## src/rtl/usm_pkg.sv

```systemverilog
package usm_pkg;
	// ----------------------------------------
	// data shape
	// ----------------------------------------
	localparam int BYTE_W    = 8;
	localparam int ELEM_W    = 32;
	localparam int SEG_W     = 128;
	localparam int SEG_ELEMS = SEG_W / ELEM_W;
	localparam int SUBS      = 4;
	localparam int GPR_W     = 32;
	localparam int REG_IDX_W = 5;

	// ----------------------------------------
	// operation encodings
	// ----------------------------------------
	localparam logic [2:0] SEL_PREFIX  = 3'h2;
	localparam logic [1:0] FORM_SINGLE = 2'h0;
	localparam logic [1:0] FORM_INDEX  = 2'h1;
	localparam logic [1:0] FORM_MULTI  = 2'h2;
	localparam logic [1:0] FORM_BAD    = 2'h3;
	localparam logic [1:0] GRP_1       = 2'h0;
	localparam logic [1:0] GRP_2       = 2'h1;
	localparam logic [1:0] GRP_4       = 2'h2;
	localparam logic [1:0] GRP_BAD     = 2'h3;
	localparam logic [1:0] SUB_LAST    = 2'h3;

	// ----------------------------------------
	// register map
	// ----------------------------------------
	localparam int         ADDR_W       = 8;
	localparam logic [7:0] ADDR_CTRL    = 8'h00;
	localparam logic [7:0] ADDR_STATUS  = 8'h04;
	localparam logic [7:0] ADDR_IRQ_ST  = 8'h08;
	localparam logic [7:0] ADDR_IRQ_EN  = 8'h0c;
	localparam logic [7:0] ADDR_IRQ_CLR = 8'h10;
	localparam int         CTRL_V2_BIT  = 0;
	localparam logic       CTRL_V2_RST  = 1'h1;
	localparam int         STAT_BUSY    = 0;
	localparam int         STAT_CNT_LSB = 16;
	localparam int         CNT_W        = 16;
	localparam int         EVT_DONE     = 0;
	localparam int         EVT_UNDEF    = 1;
	localparam int         EVT_TRAP     = 2;
	localparam int         EVT_W        = 3;

	typedef enum logic [4:0] {
		S_IDLE = 5'h01,
		S_GPR  = 5'h02,
		S_VEC  = 5'h04,
		S_ADDR = 5'h08,
		S_DATA = 5'h10
	} usm_state_type;
endpackage

```

## src/rtl/usm_mac_ll.sv

```systemverilog
// The address-and-strobe port and the address map were decided locally.
`timescale 1ns/1ps
// What this block does
// RULE_01 unsigned byte times signed byte, widened to 32 bits, added into accumulator
// RULE_02 start vector is select value plus offset, modulo per-group stride
// RULE_03 select register is general register 8 to 11, prefix 010
// RULE_04 offset is field times four; wide field for one group, narrow otherwise
// RULE_05 one, two or four groups; advance working vector by stride per group
// RULE_06 start vector rounded down to a multiple of four
// RULE_07 sub-vector i takes byte lane 4e+i into accumulator vector start+i
// RULE_08 products truncated to 32 bits, sums wrap, no saturation or flags
// RULE_09 single form: first sources consecutive modulo 32, second one register
// RULE_10 single form second source is zero bit plus 4-bit field
// RULE_11 single form any group count, or one group: first source field used directly
// RULE_12 indexed form: byte at four times segment base plus index
// RULE_13 multi form pairs distinct second source per group, two or four only
// RULE_14 four-group multi form appends two zero bits to both fields
// RULE_15 undefined when the second matrix extension version is absent
// RULE_16 no predicate masking, every element processed
// RULE_17 trap unless streaming vector mode and matrix array are enabled
// RULE_18 valid starts an operation, done marks the last accumulator write
module usm_mac_ll
	import usm_pkg::*;
#(
	parameter  int VL_BITS = 128,
	localparam int ZA_VECS = VL_BITS / BYTE_W,
	localparam int ZW      = $clog2(ZA_VECS)
) (
	input  wire logic                 clk_in,
	input  wire logic                 srst_in,
	input  wire logic                 op_valid_in,
	output      logic                 op_ready_out,
	input  wire logic [1:0]           form_in,
	input  wire logic [1:0]           group_in,
	input  wire logic [1:0]           vector_select_field_in,
	input  wire logic [1:0]           offset_field_wide_in,
	input  wire logic                 offset_field_narrow_in,
	input  wire logic [4:0]           first_source_field_in,
	input  wire logic [3:0]           second_source_field_in,
	input  wire logic [3:0]           index_in,
	input  wire logic                 streaming_en_in,
	input  wire logic                 za_en_in,
	output      logic [4:0]           gpr_idx_out,
	input  wire logic [GPR_W-1:0]     gpr_data_in,
	output      logic [4:0]           vreg_a_idx_out,
	output      logic [4:0]           vreg_b_idx_out,
	input  wire logic [VL_BITS-1:0]   vreg_a_in,
	input  wire logic [VL_BITS-1:0]   vreg_b_in,
	output      logic [ZW-1:0]        za_rd_idx_out,
	input  wire logic [VL_BITS-1:0]   za_rd_data_in,
	output      logic                 za_wr_en_out,
	output      logic [ZW-1:0]        za_wr_idx_out,
	output      logic [VL_BITS-1:0]   za_wr_data_out,
	output      logic                 done_out,
	output      logic                 undef_out,
	output      logic                 trap_out,
	input  wire logic [ADDR_W-1:0]    reg_addr_in,
	input  wire logic [31:0]          reg_wdata_in,
	input  wire logic                 reg_wr_in,
	input  wire logic                 reg_rd_in,
	output      logic [31:0]          reg_rdata_out,
	output      logic                 irq_out
);

	// ----------------------------------------
	// byte-lane multiply-accumulate
	// ----------------------------------------
	function automatic logic [VL_BITS-1:0] mac_vec(
		input logic [VL_BITS-1:0] acc,
		input logic [VL_BITS-1:0] a,
		input logic [VL_BITS-1:0] b,
		input logic [1:0]         sub,
		input logic               idx_mode,
		input logic [3:0]         idx
	);
		logic [VL_BITS-1:0] res;
		logic [ELEM_W-1:0]  prod;
		logic [7:0]         ua;
		logic [7:0]         sb;
		int                 la;
		int                 lb;
		res = '0;
		// every element, no predicate
		for (int e = 0; e < VL_BITS / ELEM_W; e++) begin // RULE_16
			la = SUBS * e + int'(sub); // RULE_07
			lb = idx_mode ? SUBS * (e - (e % SEG_ELEMS)) + int'(idx) : la; // RULE_12
			ua = a[la*BYTE_W +: BYTE_W];
			sb = b[lb*BYTE_W +: BYTE_W];
			prod = ELEM_W'($signed({1'b0, ua}) * $signed(sb)); // RULE_01 RULE_08
			res[e*ELEM_W +: ELEM_W] = acc[e*ELEM_W +: ELEM_W] + prod; // RULE_08
		end
		return res;
	endfunction

	// ----------------------------------------
	// state
	// ----------------------------------------
	usm_state_type      state_r;
	logic               op_ready_r;
	logic [1:0]         form_r;
	logic [1:0]         gsh_r;
	logic [4:0]         n_base_r;
	logic [4:0]         m_base_r;
	logic [3:0]         off_r;
	logic [3:0]         index_r;
	logic [1:0]         grp_r;
	logic [1:0]         sub_r;
	logic [ZW-1:0]      vec_r;
	logic [4:0]         gpr_idx_r;
	logic [4:0]         vreg_a_r;
	logic [4:0]         vreg_b_r;
	logic [ZW-1:0]      za_rd_r;
	logic               za_wr_en_r;
	logic [ZW-1:0]      za_wr_idx_r;
	logic [VL_BITS-1:0] za_wr_data_r;
	logic               done_r;
	logic               undef_r;
	logic               trap_r;
	logic               ctrl_v2_r;
	logic [EVT_W-1:0]   irq_st_r;
	logic [EVT_W-1:0]   irq_en_r;
	logic               irq_r;
	logic [31:0]        rdata_r;
	logic [CNT_W-1:0]   op_cnt_r;

	logic               accept_c;
	logic               illegal_c;
	logic               blocked_c;
	logic               last_c;
	logic [1:0]         last_grp_c;
	logic [ZW-1:0]      stride_c;
	logic [ZW-1:0]      mask_c;
	logic [GPR_W-1:0]   sum_c;
	logic [ZW-1:0]      vs_c;
	logic [1:0]         gsh_in_c;
	logic [4:0]         n_in_c;
	logic [4:0]         m_in_c;
	logic [EVT_W-1:0]   evt_c;
	logic               clr_wr_c;

	// ----------------------------------------
	// decode of the request
	// ----------------------------------------
	assign accept_c  = op_valid_in && op_ready_r;
	assign gsh_in_c  = group_in;
	assign illegal_c = !ctrl_v2_r || (form_in == FORM_BAD) || (group_in == GRP_BAD) // RULE_15
		|| (form_in == FORM_MULTI && group_in == GRP_1); // RULE_13
	assign blocked_c = !(streaming_en_in && za_en_in); // RULE_17

	always_comb begin
		// single form and one-group forms keep the field, others align it
		n_in_c = first_source_field_in; // RULE_11
		if (form_in != FORM_SINGLE && group_in == GRP_2) begin
			n_in_c = {first_source_field_in[3:0], 1'b0};
		end else if (form_in != FORM_SINGLE && group_in == GRP_4) begin
			n_in_c = {first_source_field_in[2:0], 2'b00}; // RULE_14
		end
		m_in_c = {1'b0, second_source_field_in}; // RULE_10
		if (form_in == FORM_MULTI && group_in == GRP_2) begin
			m_in_c = {second_source_field_in, 1'b0}; // RULE_13
		end else if (form_in == FORM_MULTI && group_in == GRP_4) begin
			m_in_c = {second_source_field_in[2:0], 2'b00}; // RULE_14
		end
	end

	// ----------------------------------------
	// start vector and group stepping
	// ----------------------------------------
	assign stride_c   = ZW'(ZA_VECS >> gsh_r); // RULE_02
	assign mask_c     = ZW'((ZA_VECS >> gsh_r) - 1);
	assign sum_c      = gpr_data_in + GPR_W'(off_r);
	assign vs_c       = sum_c[ZW-1:0] & mask_c & ~ZW'(SUBS - 1); // RULE_02 RULE_06
	assign last_grp_c = 2'((1 << gsh_r) - 1); // RULE_05
	assign last_c     = (grp_r == last_grp_c) && (sub_r == SUB_LAST);

	// ----------------------------------------
	// sequencer
	// ----------------------------------------
	always_ff @(posedge clk_in) begin
		if (srst_in) begin
			state_r    <= S_IDLE;
			op_ready_r <= 1'b0;
			grp_r      <= 2'h0;
			sub_r      <= 2'h0;
			vec_r      <= '0;
		end else begin
			unique case (state_r)
				S_IDLE: begin
					op_ready_r <= 1'b1;
					if (accept_c && !illegal_c && !blocked_c) begin
						state_r    <= S_GPR;
						op_ready_r <= 1'b0;
					end
				end
				S_GPR: begin
					state_r <= S_VEC;
				end
				S_VEC: begin
					state_r <= S_ADDR;
					grp_r   <= 2'h0;
					sub_r   <= 2'h0;
					vec_r   <= vs_c;
				end
				S_ADDR: begin
					state_r <= S_DATA;
				end
				S_DATA: begin
					sub_r <= sub_r + 2'h1;
					if (sub_r == SUB_LAST) begin
						grp_r <= grp_r + 2'h1;
						vec_r <= vec_r + stride_c; // RULE_05
					end
					if (last_c) begin
						state_r    <= S_IDLE;
						op_ready_r <= 1'b1;
					end else begin
						state_r <= S_ADDR;
					end
				end
			endcase
		end
	end

	// ----------------------------------------
	// captured operation fields
	// ----------------------------------------
	always_ff @(posedge clk_in) begin
		if (srst_in) begin
			form_r    <= FORM_SINGLE;
			gsh_r     <= GRP_1;
			n_base_r  <= '0;
			m_base_r  <= '0;
			off_r     <= '0;
			index_r   <= '0;
			gpr_idx_r <= '0;
		end else if (accept_c) begin
			form_r    <= form_in;
			gsh_r     <= gsh_in_c;
			n_base_r  <= n_in_c;
			m_base_r  <= m_in_c;
			index_r   <= index_in;
			gpr_idx_r <= {SEL_PREFIX, vector_select_field_in}; // RULE_03
			if (group_in == GRP_1) begin
				off_r <= {offset_field_wide_in, 2'b00}; // RULE_04
			end else begin
				off_r <= {1'b0, offset_field_narrow_in, 2'b00}; // RULE_04
			end
		end
	end

	// ----------------------------------------
	// operand addresses
	// ----------------------------------------
	always_ff @(posedge clk_in) begin
		if (srst_in) begin
			vreg_a_r <= '0;
			vreg_b_r <= '0;
			za_rd_r  <= '0;
		end else if (state_r == S_VEC) begin
			vreg_a_r <= n_base_r;
			vreg_b_r <= m_base_r;
			za_rd_r  <= vs_c;
		end else if (state_r == S_DATA && !last_c) begin
			if (sub_r == SUB_LAST) begin
				vreg_a_r <= vreg_a_r + 5'h1; // RULE_09
				if (form_r == FORM_MULTI) begin
					vreg_b_r <= vreg_b_r + 5'h1; // RULE_13
				end
				za_rd_r <= vec_r + stride_c;
			end else begin
				za_rd_r <= za_rd_r + ZW'(1); // RULE_07
			end
		end
	end

	// ----------------------------------------
	// accumulator write-back
	// ----------------------------------------
	always_ff @(posedge clk_in) begin
		if (srst_in) begin
			za_wr_en_r   <= 1'b0;
			za_wr_idx_r  <= '0;
			za_wr_data_r <= '0;
			done_r       <= 1'b0;
		end else begin
			za_wr_en_r <= (state_r == S_DATA);
			done_r     <= (state_r == S_DATA) && last_c; // RULE_18
			if (state_r == S_DATA) begin
				za_wr_idx_r  <= za_rd_r;
				za_wr_data_r <= mac_vec(za_rd_data_in, vreg_a_in, vreg_b_in, sub_r,
					form_r == FORM_INDEX, index_r); // RULE_01
			end
		end
	end

	// ----------------------------------------
	// fault pulses
	// ----------------------------------------
	always_ff @(posedge clk_in) begin
		if (srst_in) begin
			undef_r <= 1'b0;
			trap_r  <= 1'b0;
		end else begin
			undef_r <= accept_c && illegal_c; // RULE_15
			trap_r  <= accept_c && !illegal_c && blocked_c; // RULE_17
		end
	end

	// ----------------------------------------
	// interrupt status, set wins over clear
	// ----------------------------------------
	assign evt_c    = {trap_r, undef_r, done_r};
	assign clr_wr_c = reg_wr_in && (reg_addr_in == ADDR_IRQ_CLR);

	always_ff @(posedge clk_in) begin
		if (srst_in) begin
			irq_st_r <= '0;
			irq_r    <= 1'b0;
		end else begin
			if (clr_wr_c) begin
				irq_st_r <= (irq_st_r & ~reg_wdata_in[EVT_W-1:0]) | evt_c;
			end else begin
				irq_st_r <= irq_st_r | evt_c;
			end
			irq_r <= |(irq_st_r & irq_en_r);
		end
	end

	// ----------------------------------------
	// register bus
	// ----------------------------------------
	always_ff @(posedge clk_in) begin
		if (srst_in) begin
			ctrl_v2_r <= CTRL_V2_RST;
			irq_en_r  <= '0;
		end else if (reg_wr_in) begin
			if (reg_addr_in == ADDR_CTRL) begin
				ctrl_v2_r <= reg_wdata_in[CTRL_V2_BIT];
			end
			if (reg_addr_in == ADDR_IRQ_EN) begin
				irq_en_r <= reg_wdata_in[EVT_W-1:0];
			end
		end
	end

	always_ff @(posedge clk_in) begin
		if (srst_in) begin
			op_cnt_r <= '0;
		end else if (done_r) begin
			op_cnt_r <= op_cnt_r + CNT_W'(1);
		end
	end

	always_ff @(posedge clk_in) begin
		if (srst_in) begin
			rdata_r <= '0;
		end else begin
			rdata_r <= '0;
			if (reg_rd_in) begin
				unique case (reg_addr_in)
					ADDR_CTRL: begin
						rdata_r[CTRL_V2_BIT] <= ctrl_v2_r;
					end
					ADDR_STATUS: begin
						rdata_r[STAT_BUSY] <= (state_r != S_IDLE);
						rdata_r[STAT_CNT_LSB +: CNT_W] <= op_cnt_r;
					end
					ADDR_IRQ_ST: begin
						rdata_r[EVT_W-1:0] <= irq_st_r;
					end
					ADDR_IRQ_EN: begin
						rdata_r[EVT_W-1:0] <= irq_en_r;
					end
					default: begin
						rdata_r <= '0;
					end
				endcase
			end
		end
	end

	// ----------------------------------------
	// outputs
	// ----------------------------------------
	assign op_ready_out   = op_ready_r;
	assign gpr_idx_out    = gpr_idx_r;
	assign vreg_a_idx_out = vreg_a_r;
	assign vreg_b_idx_out = vreg_b_r;
	assign za_rd_idx_out  = za_rd_r;
	assign za_wr_en_out   = za_wr_en_r;
	assign za_wr_idx_out  = za_wr_idx_r;
	assign za_wr_data_out = za_wr_data_r;
	assign done_out       = done_r;
	assign undef_out      = undef_r;
	assign trap_out       = trap_r;
	assign reg_rdata_out  = rdata_r;
	assign irq_out        = irq_r;

	// writes already made before the current one; wide enough for four groups
	logic [4:0] wr_cnt_r;
	always_ff @(posedge clk_in) begin
		if (srst_in || accept_c) begin
			wr_cnt_r <= '0;
		end else if (za_wr_en_r) begin
			wr_cnt_r <= wr_cnt_r + 5'h1;
		end
	end
endmodule

```

## config.mk

```make
export PLATFORM = sky130hd
export DESIGN_NAME = usm_mac_ll
export DESIGN_NICKNAME = d
export VERILOG_FILES = /design/src/rtl/usm_pkg.sv /design/src/rtl/usm_mac_ll.sv
export SDC_FILE = /design/constraint.sdc
export NUM_CORES = 1
export LEC_CHECK = 0
export BUFFER_PORTS_ARGS = -buffer_cell sky130_fd_sc_hd__buf_2
export CORE_AREA = 3 3 265 267
export DETAILED_ROUTE_END_ITERATION = 12
export DIE_AREA = 0 0 268 270
export MAX_ROUTING_LAYER = met4
export PLACE_DENSITY_LB_ADDON = 0.12
export SLEW_MARGIN = 15
export SYNTH_ARGS = -nofsm -noshare
export SYNTH_HDL_FRONTEND = slang
export SYNTH_SLANG_ARGS = --single-unit
```

## constraint.sdc

```tcl
create_clock -name clk_in -period 12.85 [get_ports clk_in]
set_input_delay 2.57 -clock clk_in [delete_from_list [all_inputs] [get_ports clk_in]]
set_output_delay 2.57 -clock clk_in [all_outputs]
set_load 0.02 [all_outputs]
```

==> impl_metrics.toml, run 1 <==
[outcome]
status = "finished clean"

[clocking]
h-tree-depth = 1
cts_resized = 0
cts_hold_buf = 0
cts_tree = "built"
numCtsBuffers = 31
path_clk_slew_ns = 0.06
cts_buffer_depth = 3
insertion_delay_ns = 0.62
post-cts-setup-buffers = 0
clock-sinks = 229
clockRootBuffer = "clkbuf_16"

[global_routing]
grt_pass1_vias = 24420
grt_first_pass_wirelength_um = 140300
antenna_found_initial = 24
grt-ovfl-total = 0
grt_start_max_net_pins = 75
grt_use_total_pct = 25.23

[setup_path]
path_class = "in2reg"
path_max_fanout = 17
slowest_stage = "fa_1"
crit_top_cell = "fa_1"
r2r-start = "form_r[1]"
setup.worst_path.start_class = "input port"
reg2reg_setup_slack_ns = 2.65
slowest_delay_ns = 0.54
arrival_ns = 10.79
regToRegEndpoint = "za_wr_data_out[126]"
reg2reg_depth = 34
required_ns = 13.35
crit_path_end_kind = "flop"

[sta]
max_slew.worst_pin.slew_ns = 1.146
setup_violations = 0
grt_setup_unrepaired = "no"
setup_tns_ns = 0
max_freq_ghz = 0.09716
skew_ns = 0.01632
timing.final.ws_setup_ns = 2.557
maxSlewViolCount = 0
fin_crit_ns = 10.29
finalHoldViolCount = 0
relSlewSlack_pct = 23.42
finalCritPeriodShare_pct = 80.10

[power_and_ir_drop]
p_leak_nw = 15.23
power_w = 0.006805
ir_drop_v = 0.0001444
power_density_mw_per_mm2 = 213.4

[cells_and_area]
stdcell_count = 4721
post-route-util_pct = 46.66
mostFrequentLayoutCells = "buf_2, nand2_1, ha_1"
nNetsFinal = 4733
area_growth_pct = 17.62
final_common_cell = "buf_2"
drive_gt1_share_pct = 20.80

[floorplan]
start_util_pct = 39.67
dieArea_mm2 = 0.07236
core.rowCount = 96
dieWidth_um = 268
coreArea_mm2 = 0.06835
boundaryPins = 674
die_h_um = 270

[drt]
final_antenna_net_count = 0
drtIter0Drc = 1379
drc_errors = 0
firstDrtPassIters = 5
dr_wl_met2_um = 41270
topRoutingLayerUsed = "met4"
wl_um = 90990
viasPerCell = 5.308
wl_met3_um = 6243
wl_met1_um = 41160
wl_per_cell_um = 19.27
dr_total_vias = 25060

[synth]
syn-cell-area_mm2 = 0.02711
ys_warn_count = 0
synth-edff-count = 0
syn_area_per_cell_um2 = 8.301
synth_cells = 3266
yosysUniqueCellTypes = 96
ys_seq_area_share_pct = 16.91
ys_seq_elements = 229
ys_async_sr_fraction_pct = 0
synth_flop_cell = "dfxtp_1"

[worst_hold_path]
hold_depth = 2
hold_path_class = "reg2reg"
worst_hold_startpoint = "za_wr_data_out[109]"
min_to = "za_wr_data_out[109]"

[placed_design]
hpwl_um = 74230
routabilityCongestion = 0.9265
dp.cells = 4637
preCtsSetupSlack_ns = 1.938
port_buffers = 599

[flow_run]
max-cap-violations = 0
==> power by group <==
| part | switching, W | internal, W |
|---|---|---|
| Sequential | 0.00000874 | 0.000719 |
| Combinational | 0.00299 | 0.00218 |
| Clock | 0.000370 | 0.000542 |
==> cell usage after synthesis (9+ instances only) <==
cell type    n  area, um^2
nand2_1    436        1637
and2_1     216        1351
and3_1      25       156.4
o21ai_0    113       565.5
clkbuf_1    86       322.8
nor2b_1     38       237.7
nand3_1     51       255.2
mux2i_1     45       450.4
fa_1       153        3063
a21o_1      77       578.1
o21bai_1    29       217.7
nor3_1      38       190.2
nor2_1     186       698.2
a21oi_1    240        1201
xor2_1      71       621.9
nand4_1     30       187.7
mux4_2      53        1194
nand2b_1    32       200.2
o211ai_1    12       90.09
ha_1       307        3841
nand3b_1     9       67.56
a211oi_1    83       623.1
or2_2       12       75.07
dfxtp_1    229        4584
inv_1      275        1032
buf_2       22       110.1
a31oi_1     40       250.2
o21a_1      16       120.1
buf_4       24       180.2
xnor2_1    108       945.9
==> critical path: cells and delay by family <==
| family | cells | cell delay [ns] |
|---|---|---|
| adders and majority gates | 6 | 2.77 |
| AOI/OAI and AO/OA | 12 | 2.72 |
| and+or+nand+nor | 8 | 1.53 |
| buffers and inverters | 5 | 0.57 |
| xor gates and xnor gates | 2 | 0.39 |
| muxes | 1 | 0.23 |
==> final cells by class <==
type | instances | area [um^2]
clock buffers | 38 | 832.0
diodes | 26 | 65.06
flip-flops and latches | 229 | 4589
repair buffers | 617 | 3139
fillers | 6971 | 36460
well taps | 882 | 1104
multi-input cells | 2634 | 20900
inverters | 275 | 1032
clock inverters | 20 | 229.0
==> worst max-delay path by stage <==
stage	startpoint	endpoint	slack [ns]	cells past startpoint
detailed placement	vreg_b_in[25]	za_wr_data_out[31]	1.94	34
floorplan	vreg_b_in[41]	za_wr_data_out[125]	2.77	30
global route	form_r[1]	za_wr_data_out[125]	1.78	35
CTS	form_r[1]	za_wr_data_out[125]	2.51	34
finish	vreg_b_in[25]	za_wr_data_out[31]	2.56	34
global placement	vreg_b_in[120]	za_wr_data_out[31]	1.97	34
==> stage by stage <==
stage	hold slack, ns	cell area [um^2]
global route	0.4629	31880
global placement	0.4310	30760
detailed placement	0.4377	30760
floorplan	0.4323	27160
finish	0.4475	31890
CTS	0.4485	31820
==> metal layers <==
| layer | up-vias | GRT usage (%) |
|---|---|---|
| met1 | 11830 | 33.27 |
| met5 | - | - |
| met3 | 106 | 5.010 |
| met4 | 0 | 6.472 |
| li1 | 12410 | - |
| met2 | 707 | 39.59 |
==> flip-flops by register name, summed over array words and instances (netlist names), 4 cells and up <==
name,flops
vreg_a_idx_out,5
m_base_r,5
vreg_b_idx_out,5
za_rd_idx_out,4
za_wr_idx_out,4
op_cnt_r,16
za_wr_data_out,128
n_base_r,5
state_r,5
index_r,4
reg_rdata_out,19
==> kinds of logic after synthesis <==
group / Yosys count / share of synthesized area [%]
simple gates: 1115 / 19.81
compound gates: 752 / 18.31
flops: 229 / 16.91
xor+xnor: 180 / 5.866
other cells: 1 / 0.01383
buf+inv: 417 / 6.424
fa+ha+maj: 460 / 25.47
mux: 112 / 7.200
Power figures use the tool's default switching activity.
==> run 2, diff against run 1 <==
ABC_AREA = 1   (was default)
CORE_AREA = default   (was 3 3 265 267)
CORE_MARGIN = 3   (was default)
CORE_UTILIZATION = 45   (was default)
DIE_AREA = default   (was 0 0 268 270)
clock period = 8.87 ns   (was 12.85 ns; I/O delays follow)
==> run 2 against run 1 <==
Compared with the run above:
- via count grew 23%
- core utilization grew 6.8 points
- critical path depth grew 5
- power grew 110%
- die area shrank 6.4%
- sequential cell count is the same
- largest cell class unchanged
- clock power grew 30%
- hold slack lost 0.0031 ns
- sequential share of layout area shrank 0.89 points
- clock skew grew 0.015 ns
- clock-buffer cell count grew 1
- final cell count grew 27%
==> impl_metrics.toml, run 2 <==
[outcome]
status = "finished clean"

[sta]
relSlewSlack_pct = 33.11
finalHoldViolCount = 0
fin_crit_ns = 8.121
maxSlewViolCount = 0
max_freq_ghz = 0.1231
setup_tns_ns = 0
setup_violations = 0
max_slew.worst_pin.slew_ns = 1.003
finalCritPeriodShare_pct = 91.55
skew_ns = 0.03177
grt_setup_unrepaired = "no"

[drt]
drtIter0Drc = 1995
final_antenna_net_count = 0
drc_errors = 0
dr_total_vias = 30890
wl_um = 105700
firstDrtPassIters = 7
viasPerCell = 5.139
wl_per_cell_um = 17.58

[global_routing]
grt_first_pass_wirelength_um = 161900
grt_pass1_vias = 29500
grt_start_max_net_pins = 85
antenna_found_initial = 17
grt-ovfl-total = 0
grt_use_total_pct = 31.17

[setup_path]
setup.worst_path.start_class = "flop"
cp-startpoint = "form_r[0]"
reg2reg_setup_slack_ns = 0.75
r2r-start = "form_r[0]"
path_max_fanout = 50
path_buf_inv = 8
crit_top_cell = "nand2_1"
critical_path.top_delay_family = "simple AND/OR/NAND/NOR gates"
regToRegEndpoint = "za_wr_data_out[113]"
arrival_ns = 8.65
required_ns = 9.40
reg2reg_depth = 39
crit_path_end_kind = "flop"
slowest_delay_ns = 0.51
slowest_stage = "fa_1"
path_class = "reg2reg"

[worst_hold_path]
min_to = "irq_st_r[2]"
worst_hold_startpoint = "trap_out"
hold_path_class = "reg2reg"
hold_depth = 2

[synth]
synth_area_leader_cell = "dfxtp_1"
syn_area_per_cell_um2 = 6.376
ys_warn_count = 0
synth_flop_cell = "dfxtp_1"
ys_async_sr_fraction_pct = 0
synth_top_cells_by_area = "dfxtp_1, nand2_1, ha_1, fa_1, inv_1"
yosys-top-cells-count = "nand2_1, inv_1, nor2_1"
ys_seq_elements = 229
syn-cell-area_mm2 = 0.02909
yosysUniqueCellTypes = 50
netlist.area_leader.share_pct = 15.76
ys_seq_area_share_pct = 15.76
synth_cells = 4562
synth.most_common_cell = "nand2_1"
synth-edff-count = 0

[placed_design]
port_buffers = 599
routabilityCongestion = 0.9642
hpwl_um = 87790

[cells_and_area]
n_fill_cell = 6639
largest_reg_flops = 128
nNetsFinal = 6074
final_common_cell = "nand2_1"
post-route-util_pct = 53.45
area_growth_pct = 16.75
mostFrequentLayoutCells = "nand2_1, inv_1, buf_2"
drive_gt1_share_pct = 16.36

[floorplan]
dieArea_mm2 = 0.06773
die_h_um = 260.3
boundaryPins = 674
dieWidth_um = 260.3
core.rowCount = 92
start_util_pct = 45.78
coreArea_mm2 = 0.06354

[clocking]
h-tree-depth = 1
insertion_delay_ns = 0.59
cts_buffer_depth = 3
clock-sinks = 229
path_clk_slew_ns = 0.06
cts_hold_buf = 0
post-cts-setup-buffers = 0
cts_tree = "built"
cts_resized = 0
numCtsBuffers = 29
clockRootBuffer = "clkbuf_16"

[power_and_ir_drop]
ir_drop_v = 0.0003726
p_leak_nw = 19.20
power_density_mw_per_mm2 = 430.6

[flow_run]
max-cap-violations = 0
==> run 2: worst min-delay path: cells and delay by family (launching register included) <==
kind | cells | cell delay (ns)
AO/OA/AOI/OAI | 1 | 0.05
buffers and inverters | 1 | 0.04
flip-flops | 1 | 0.30
==> run 2: area by class of cell <==
type	count	area [um^2]	area share [%]
antenna	17	42.54	0.1253
clock buffer	39	813.3	2.395
clock inverter	11	122.6	0.3611
inverter	722	2715	7.995
multi-input combinational	3506	21290	62.68
sequential	229	4586	13.50
tap	846	1059	3.117
timing repair buffer	641	3338	9.829
==> run 2: through the flow <==
| step | std cells | power (W) | worst slack [ns] | area, um^2 | hold WS (ns) |
|---|---|---|---|---|---|
| after global routing | 6011 | 0.01637 | 0.2137 | 33960 | 0.4775 |
| final | 6011 | 0.01462 | 0.7493 | 33960 | 0.4444 |
| after detailed placement | 5944 | 0.01328 | 0.3981 | 32980 | 0.4361 |
| after global placement | 5944 | 0.01326 | 0.4269 | 32980 | 0.4318 |
| after CTS | 5994 | 0.01458 | 0.8349 | 33920 | 0.4399 |
| after floorplan | 4576 | 0.01012 | 1.596 | 29140 | 0.4219 |
==> run 2: logic make-up (layout without fill, tap and decap cells) <==
kind of cell,Yosys count,in the layout,synth area share (%)
flops,229,229,15.76
simple gates,2332,2332,33.46
other cells,1,32,0.01289
fa+ha+maj,460,460,23.73
compound gates,599,599,12.77
xor+xnor,100,100,3.011
buf+inv,841,1413,11.26
==> run 2: worst max-delay path by stage <==
| stage | cells after the start | to |
|---|---|---|
| finish | 39 | za_wr_data_out[113] |
| global route | 38 | za_wr_data_out[95] |
| CTS | 39 | za_wr_data_out[113] |
| detailed placement | 36 | za_wr_data_out[31] |
| global placement | 36 | za_wr_data_out[31] |
| floorplan | 33 | za_wr_data_out[95] |
==> run 2: routing by layer <==
| layer | share of wire, % | track usage, % |
|---|---|---|
| met2 | 47 | 52.39 |
| met5 | 0 | - |
| met4 | 2.8 | 8.532 |
| met1 | 43 | 38.86 |
| met3 | 7.0 | 5.056 |
==> run 2: where the power goes <==
group / total [W] / internal, W / switching [W]
registers: 0.00106 / 0.00104 / 0.0000118
clock network: 0.00119 / 0.000697 / 0.000488
logic: 0.0124 / 0.00422 / 0.00816
total: 0.0146 / 0.00596 / 0.00866
==> run 3, diff against run 2 <==
CORE_AREA = 3 3 258 260   (was default)
CORE_MARGIN = default   (was 3)
CORE_UTILIZATION = default   (was 45)
DIE_AREA = 0 0 261 263   (was default)
==> run 3 against run 2 <==
Compared with the run above:
- the run now fails in 5_2_route
- synthesized cell count is the same
- synthesized area unchanged
- global-route usage is 0.12 points lower
==> impl_metrics.toml, run 3 <==
[outcome]
status = "aborted with a tool error"
haltStage = "5_2_route"
firstError = "[ERROR DRT-0255] Maze Route cannot find path of net vreg_a_in[2] in worker of routeBox ( 241500 96600 ) ( 261000 144900 )."

[clocking]
numCtsBuffers = 28
cts_buffer_depth = 3
cts_resized = 0
post-cts-setup-buffers = 0
clockRootBuffer = "clkbuf_16"
cts_hold_buf = 0
h-tree-depth = 1
clock-sinks = 229

[floorplan]
dieWidth_um = 261
core.rowCount = 93
die_h_um = 263
start_util_pct = 45.21
boundaryPins = 674

[global_routing]
antenna_found_initial = 20
grt-ovfl-total = 0
grt_start_max_net_pins = 81
grt_first_pass_wirelength_um = 164600
grt_pass1_vias = 29550
grt_use_total_pct = 31.06

[placed_design]
preCtsSetupSlack_ns = 0.5042
hpwl_um = 87980
port_buffers = 599
routabilityCongestion = 0.9731

[synth]
synth-edff-count = 0
ys_seq_area_share_pct = 15.76
yosysUniqueCellTypes = 50
ys_seq_elements = 229
netlist.area_leader.share_pct = 15.76
synth_area_leader_cell = "dfxtp_1"
synth.most_common_cell = "nand2_1"
ys_warn_count = 0
synth_cells = 4562
synth_flop_cell = "dfxtp_1"
syn_area_per_cell_um2 = 6.376
ys_async_sr_fraction_pct = 0
synth_top_cells_by_area = "dfxtp_1, nand2_1, ha_1, fa_1, inv_1"
yosys-top-cells-count = "nand2_1, inv_1, nor2_1"
syn-cell-area_mm2 = 0.02909
-- run 3: cell counts after synthesis --
No cell type changed its count.
-- run 3: cells by family after synthesis --
kind of cell	count (synthesis)	share of synthesized area, %
compound gates	599	12.77
xor+xnor	100	3.011
fa+ha+maj	460	23.73
buf+inv	841	11.26
flops	229	15.76
other cells	1	0.01289
simple gates	2332	33.46
-- run 3: stage by stage --
step	utilization [%]	cell area, um^2	std cells
after floorplan	-	29140	4576
after CTS	52.71	33920	6003
after global placement	51.24	32970	5952
after global routing	52.78	33960	6022
after detailed placement	51.24	32970	5952
-- run 3: per-layer routing --
metal	global-route usage [%]
met1	39.41
met2	51.32
met3	5.204
met4	7.986
met5	-
==> run 4, diff against run 3 <==
CORE_AREA = default   (was 3 3 258 260)
CORE_MARGIN = 3   (was default)
CORE_UTILIZATION = 40   (was default)
DIE_AREA = default   (was 0 0 261 263)
MAX_ROUTING_LAYER = default   (was met4)
PLACE_DENSITY_LB_ADDON = 0.15   (was 0.12)
clock period = 11.5 ns   (was 8.87 ns; I/O delays follow)
==> run 4 against run 3 <==
Compared with the run above:
- the run now ends clean
- global-route usage down 3.5 points
==> impl_metrics.toml, run 4 (synthesis gave the netlist of run 2 again) <==
[outcome]
status = "finished clean"

[sta]
skew_ns = 0.04520
setup_violations = 0
finalHoldViolCount = 0
max_slew.worst_pin.slew_ns = 0.9910
max_freq_ghz = 0.1128
grt_setup_unrepaired = "no"
fin_crit_ns = 8.869
setup_tns_ns = 0
relSlewSlack_pct = 33.69
finalCritPeriodShare_pct = 77.12
maxSlewViolCount = 0

[clocking]
cts_resized = 0
cts_tree = "built"
clockRootBuffer = "clkbuf_16"
h-tree-depth = 1
post-cts-setup-buffers = 0
numCtsBuffers = 29
path_clk_slew_ns = 0.06
clock-sinks = 229
cts_buffer_depth = 3
insertion_delay_ns = 0.60
cts_hold_buf = 0

[drt]
firstDrtPassIters = 6
dr_total_vias = 30820
drtIter0Drc = 1791
wl_per_cell_um = 17.77
drc_errors = 0
viasPerCell = 5.065
wl_um = 108200
final_antenna_net_count = 0

[floorplan]
coreArea_mm2 = 0.07173
die_h_um = 275.7
boundaryPins = 674
dieArea_mm2 = 0.07599
start_util_pct = 40.55
dieWidth_um = 275.7
core.rowCount = 98

[cells_and_area]
drive_gt1_share_pct = 15.88
largest_reg_flops = 128
mostFrequentLayoutCells = "nand2_1, inv_1, buf_2"
area_growth_pct = 16.37
final_common_cell = "nand2_1"
post-route-util_pct = 47.19
nNetsFinal = 6046

[placed_design]
port_buffers = 599
hpwl_um = 89340
routabilityCongestion = 0.9429

[flow_run]
max-cap-violations = 0

[setup_path]
slowest_stage = "a32oi_1"
slowest_delay_ns = 0.70
path_max_fanout = 16
crit_top_cell = "nand2_1"
setup.worst_path.start_class = "input port"
crit_path_end_kind = "flop"
r2r-start = "form_r[0]"
path_buf_inv = 8
path_class = "in2reg"
required_ns = 11.96
arrival_ns = 9.33
critical_path.top_delay_family = "adder cells"
cp-startpoint = "vreg_a_in[15]"

[global_routing]
grt-ovfl-total = 0
grt_first_pass_wirelength_um = 163900
grt_pass1_vias = 29290
met1_usage_pct = 35.55
grt_use_total_pct = 27.52
antenna_found_initial = 32
top_usage_layer = "met2"
grt_start_max_net_pins = 75
grt_util_met2_pct = 47.80
met3_usage_pct = 5.520

[power_and_ir_drop]
p_leak_nw = 19.05
power_density_mw_per_mm2 = 338.2
ir_drop_v = 0.0002771

[worst_hold_path]
worst_hold_startpoint = "undef_out"
hold_path_class = "reg2reg"
[run 4: stage by stage]
step / instances / hold WS (ns) / power [W] / instance area, um^2 / worst slack [ns]
after floorplan: 4576 / 0.4219 / 0.007806 / 29140 / 3.700
after global placement: 6020 / 0.4453 / 0.01047 / 32880 / 2.120
after detailed placement: 6020 / 0.4451 / 0.01045 / 32880 / 2.145
after CTS: 6069 / 0.4422 / 0.01146 / 33810 / 2.711
after global routing: 6079 / 0.4746 / 0.01279 / 33840 / 2.122
final: 6085 / 0.4429 / 0.01145 / 33850 / 2.631
[run 4: final cells by class]
class | count | area (um^2)
fillers | 7771 | 37880
multi-input cells | 3506 | 21290
flip-flops and latches | 229 | 4586
repair buffers | 613 | 3103
inverters | 722 | 2715
well taps | 950 | 1189
clock buffers | 38 | 799.5
clock inverters | 11 | 133.9
diodes | 16 | 40.04
[run 4: final timing paths]
check                                     endpoint  slack [ns]  depth (start not counted)
worst min register to register         irq_st_r[1]        0.44                          2
worst min-delay path                   irq_st_r[1]        0.44                          2
worst max register to register  za_wr_data_out[31]        2.95                         37
worst max-delay path            za_wr_data_out[31]        2.63                         32
[run 4: routing by layer]
metal  up-vias  part of all wire, %
li1      15630                    -
met1     14150                   44
met2       877                   47
met3       134                  7.1
met4        28                  1.9
met5         -                 0.16
[run 4: power by group]
part	internal, W	total, W	switching, W
Sequential	0.000805	0.000815	0.00000956
Clock	0.000534	0.000916	0.000382
Combinational	0.00325	0.00972	0.00647
Total	0.00458	0.0114	0.00686
[run 4: tightest hold or removal path, stage by stage, from the launching register on]
cell and delay (ns):
dfxtp_1 0.32, inv_1 0.05, a21oi_1 0.05
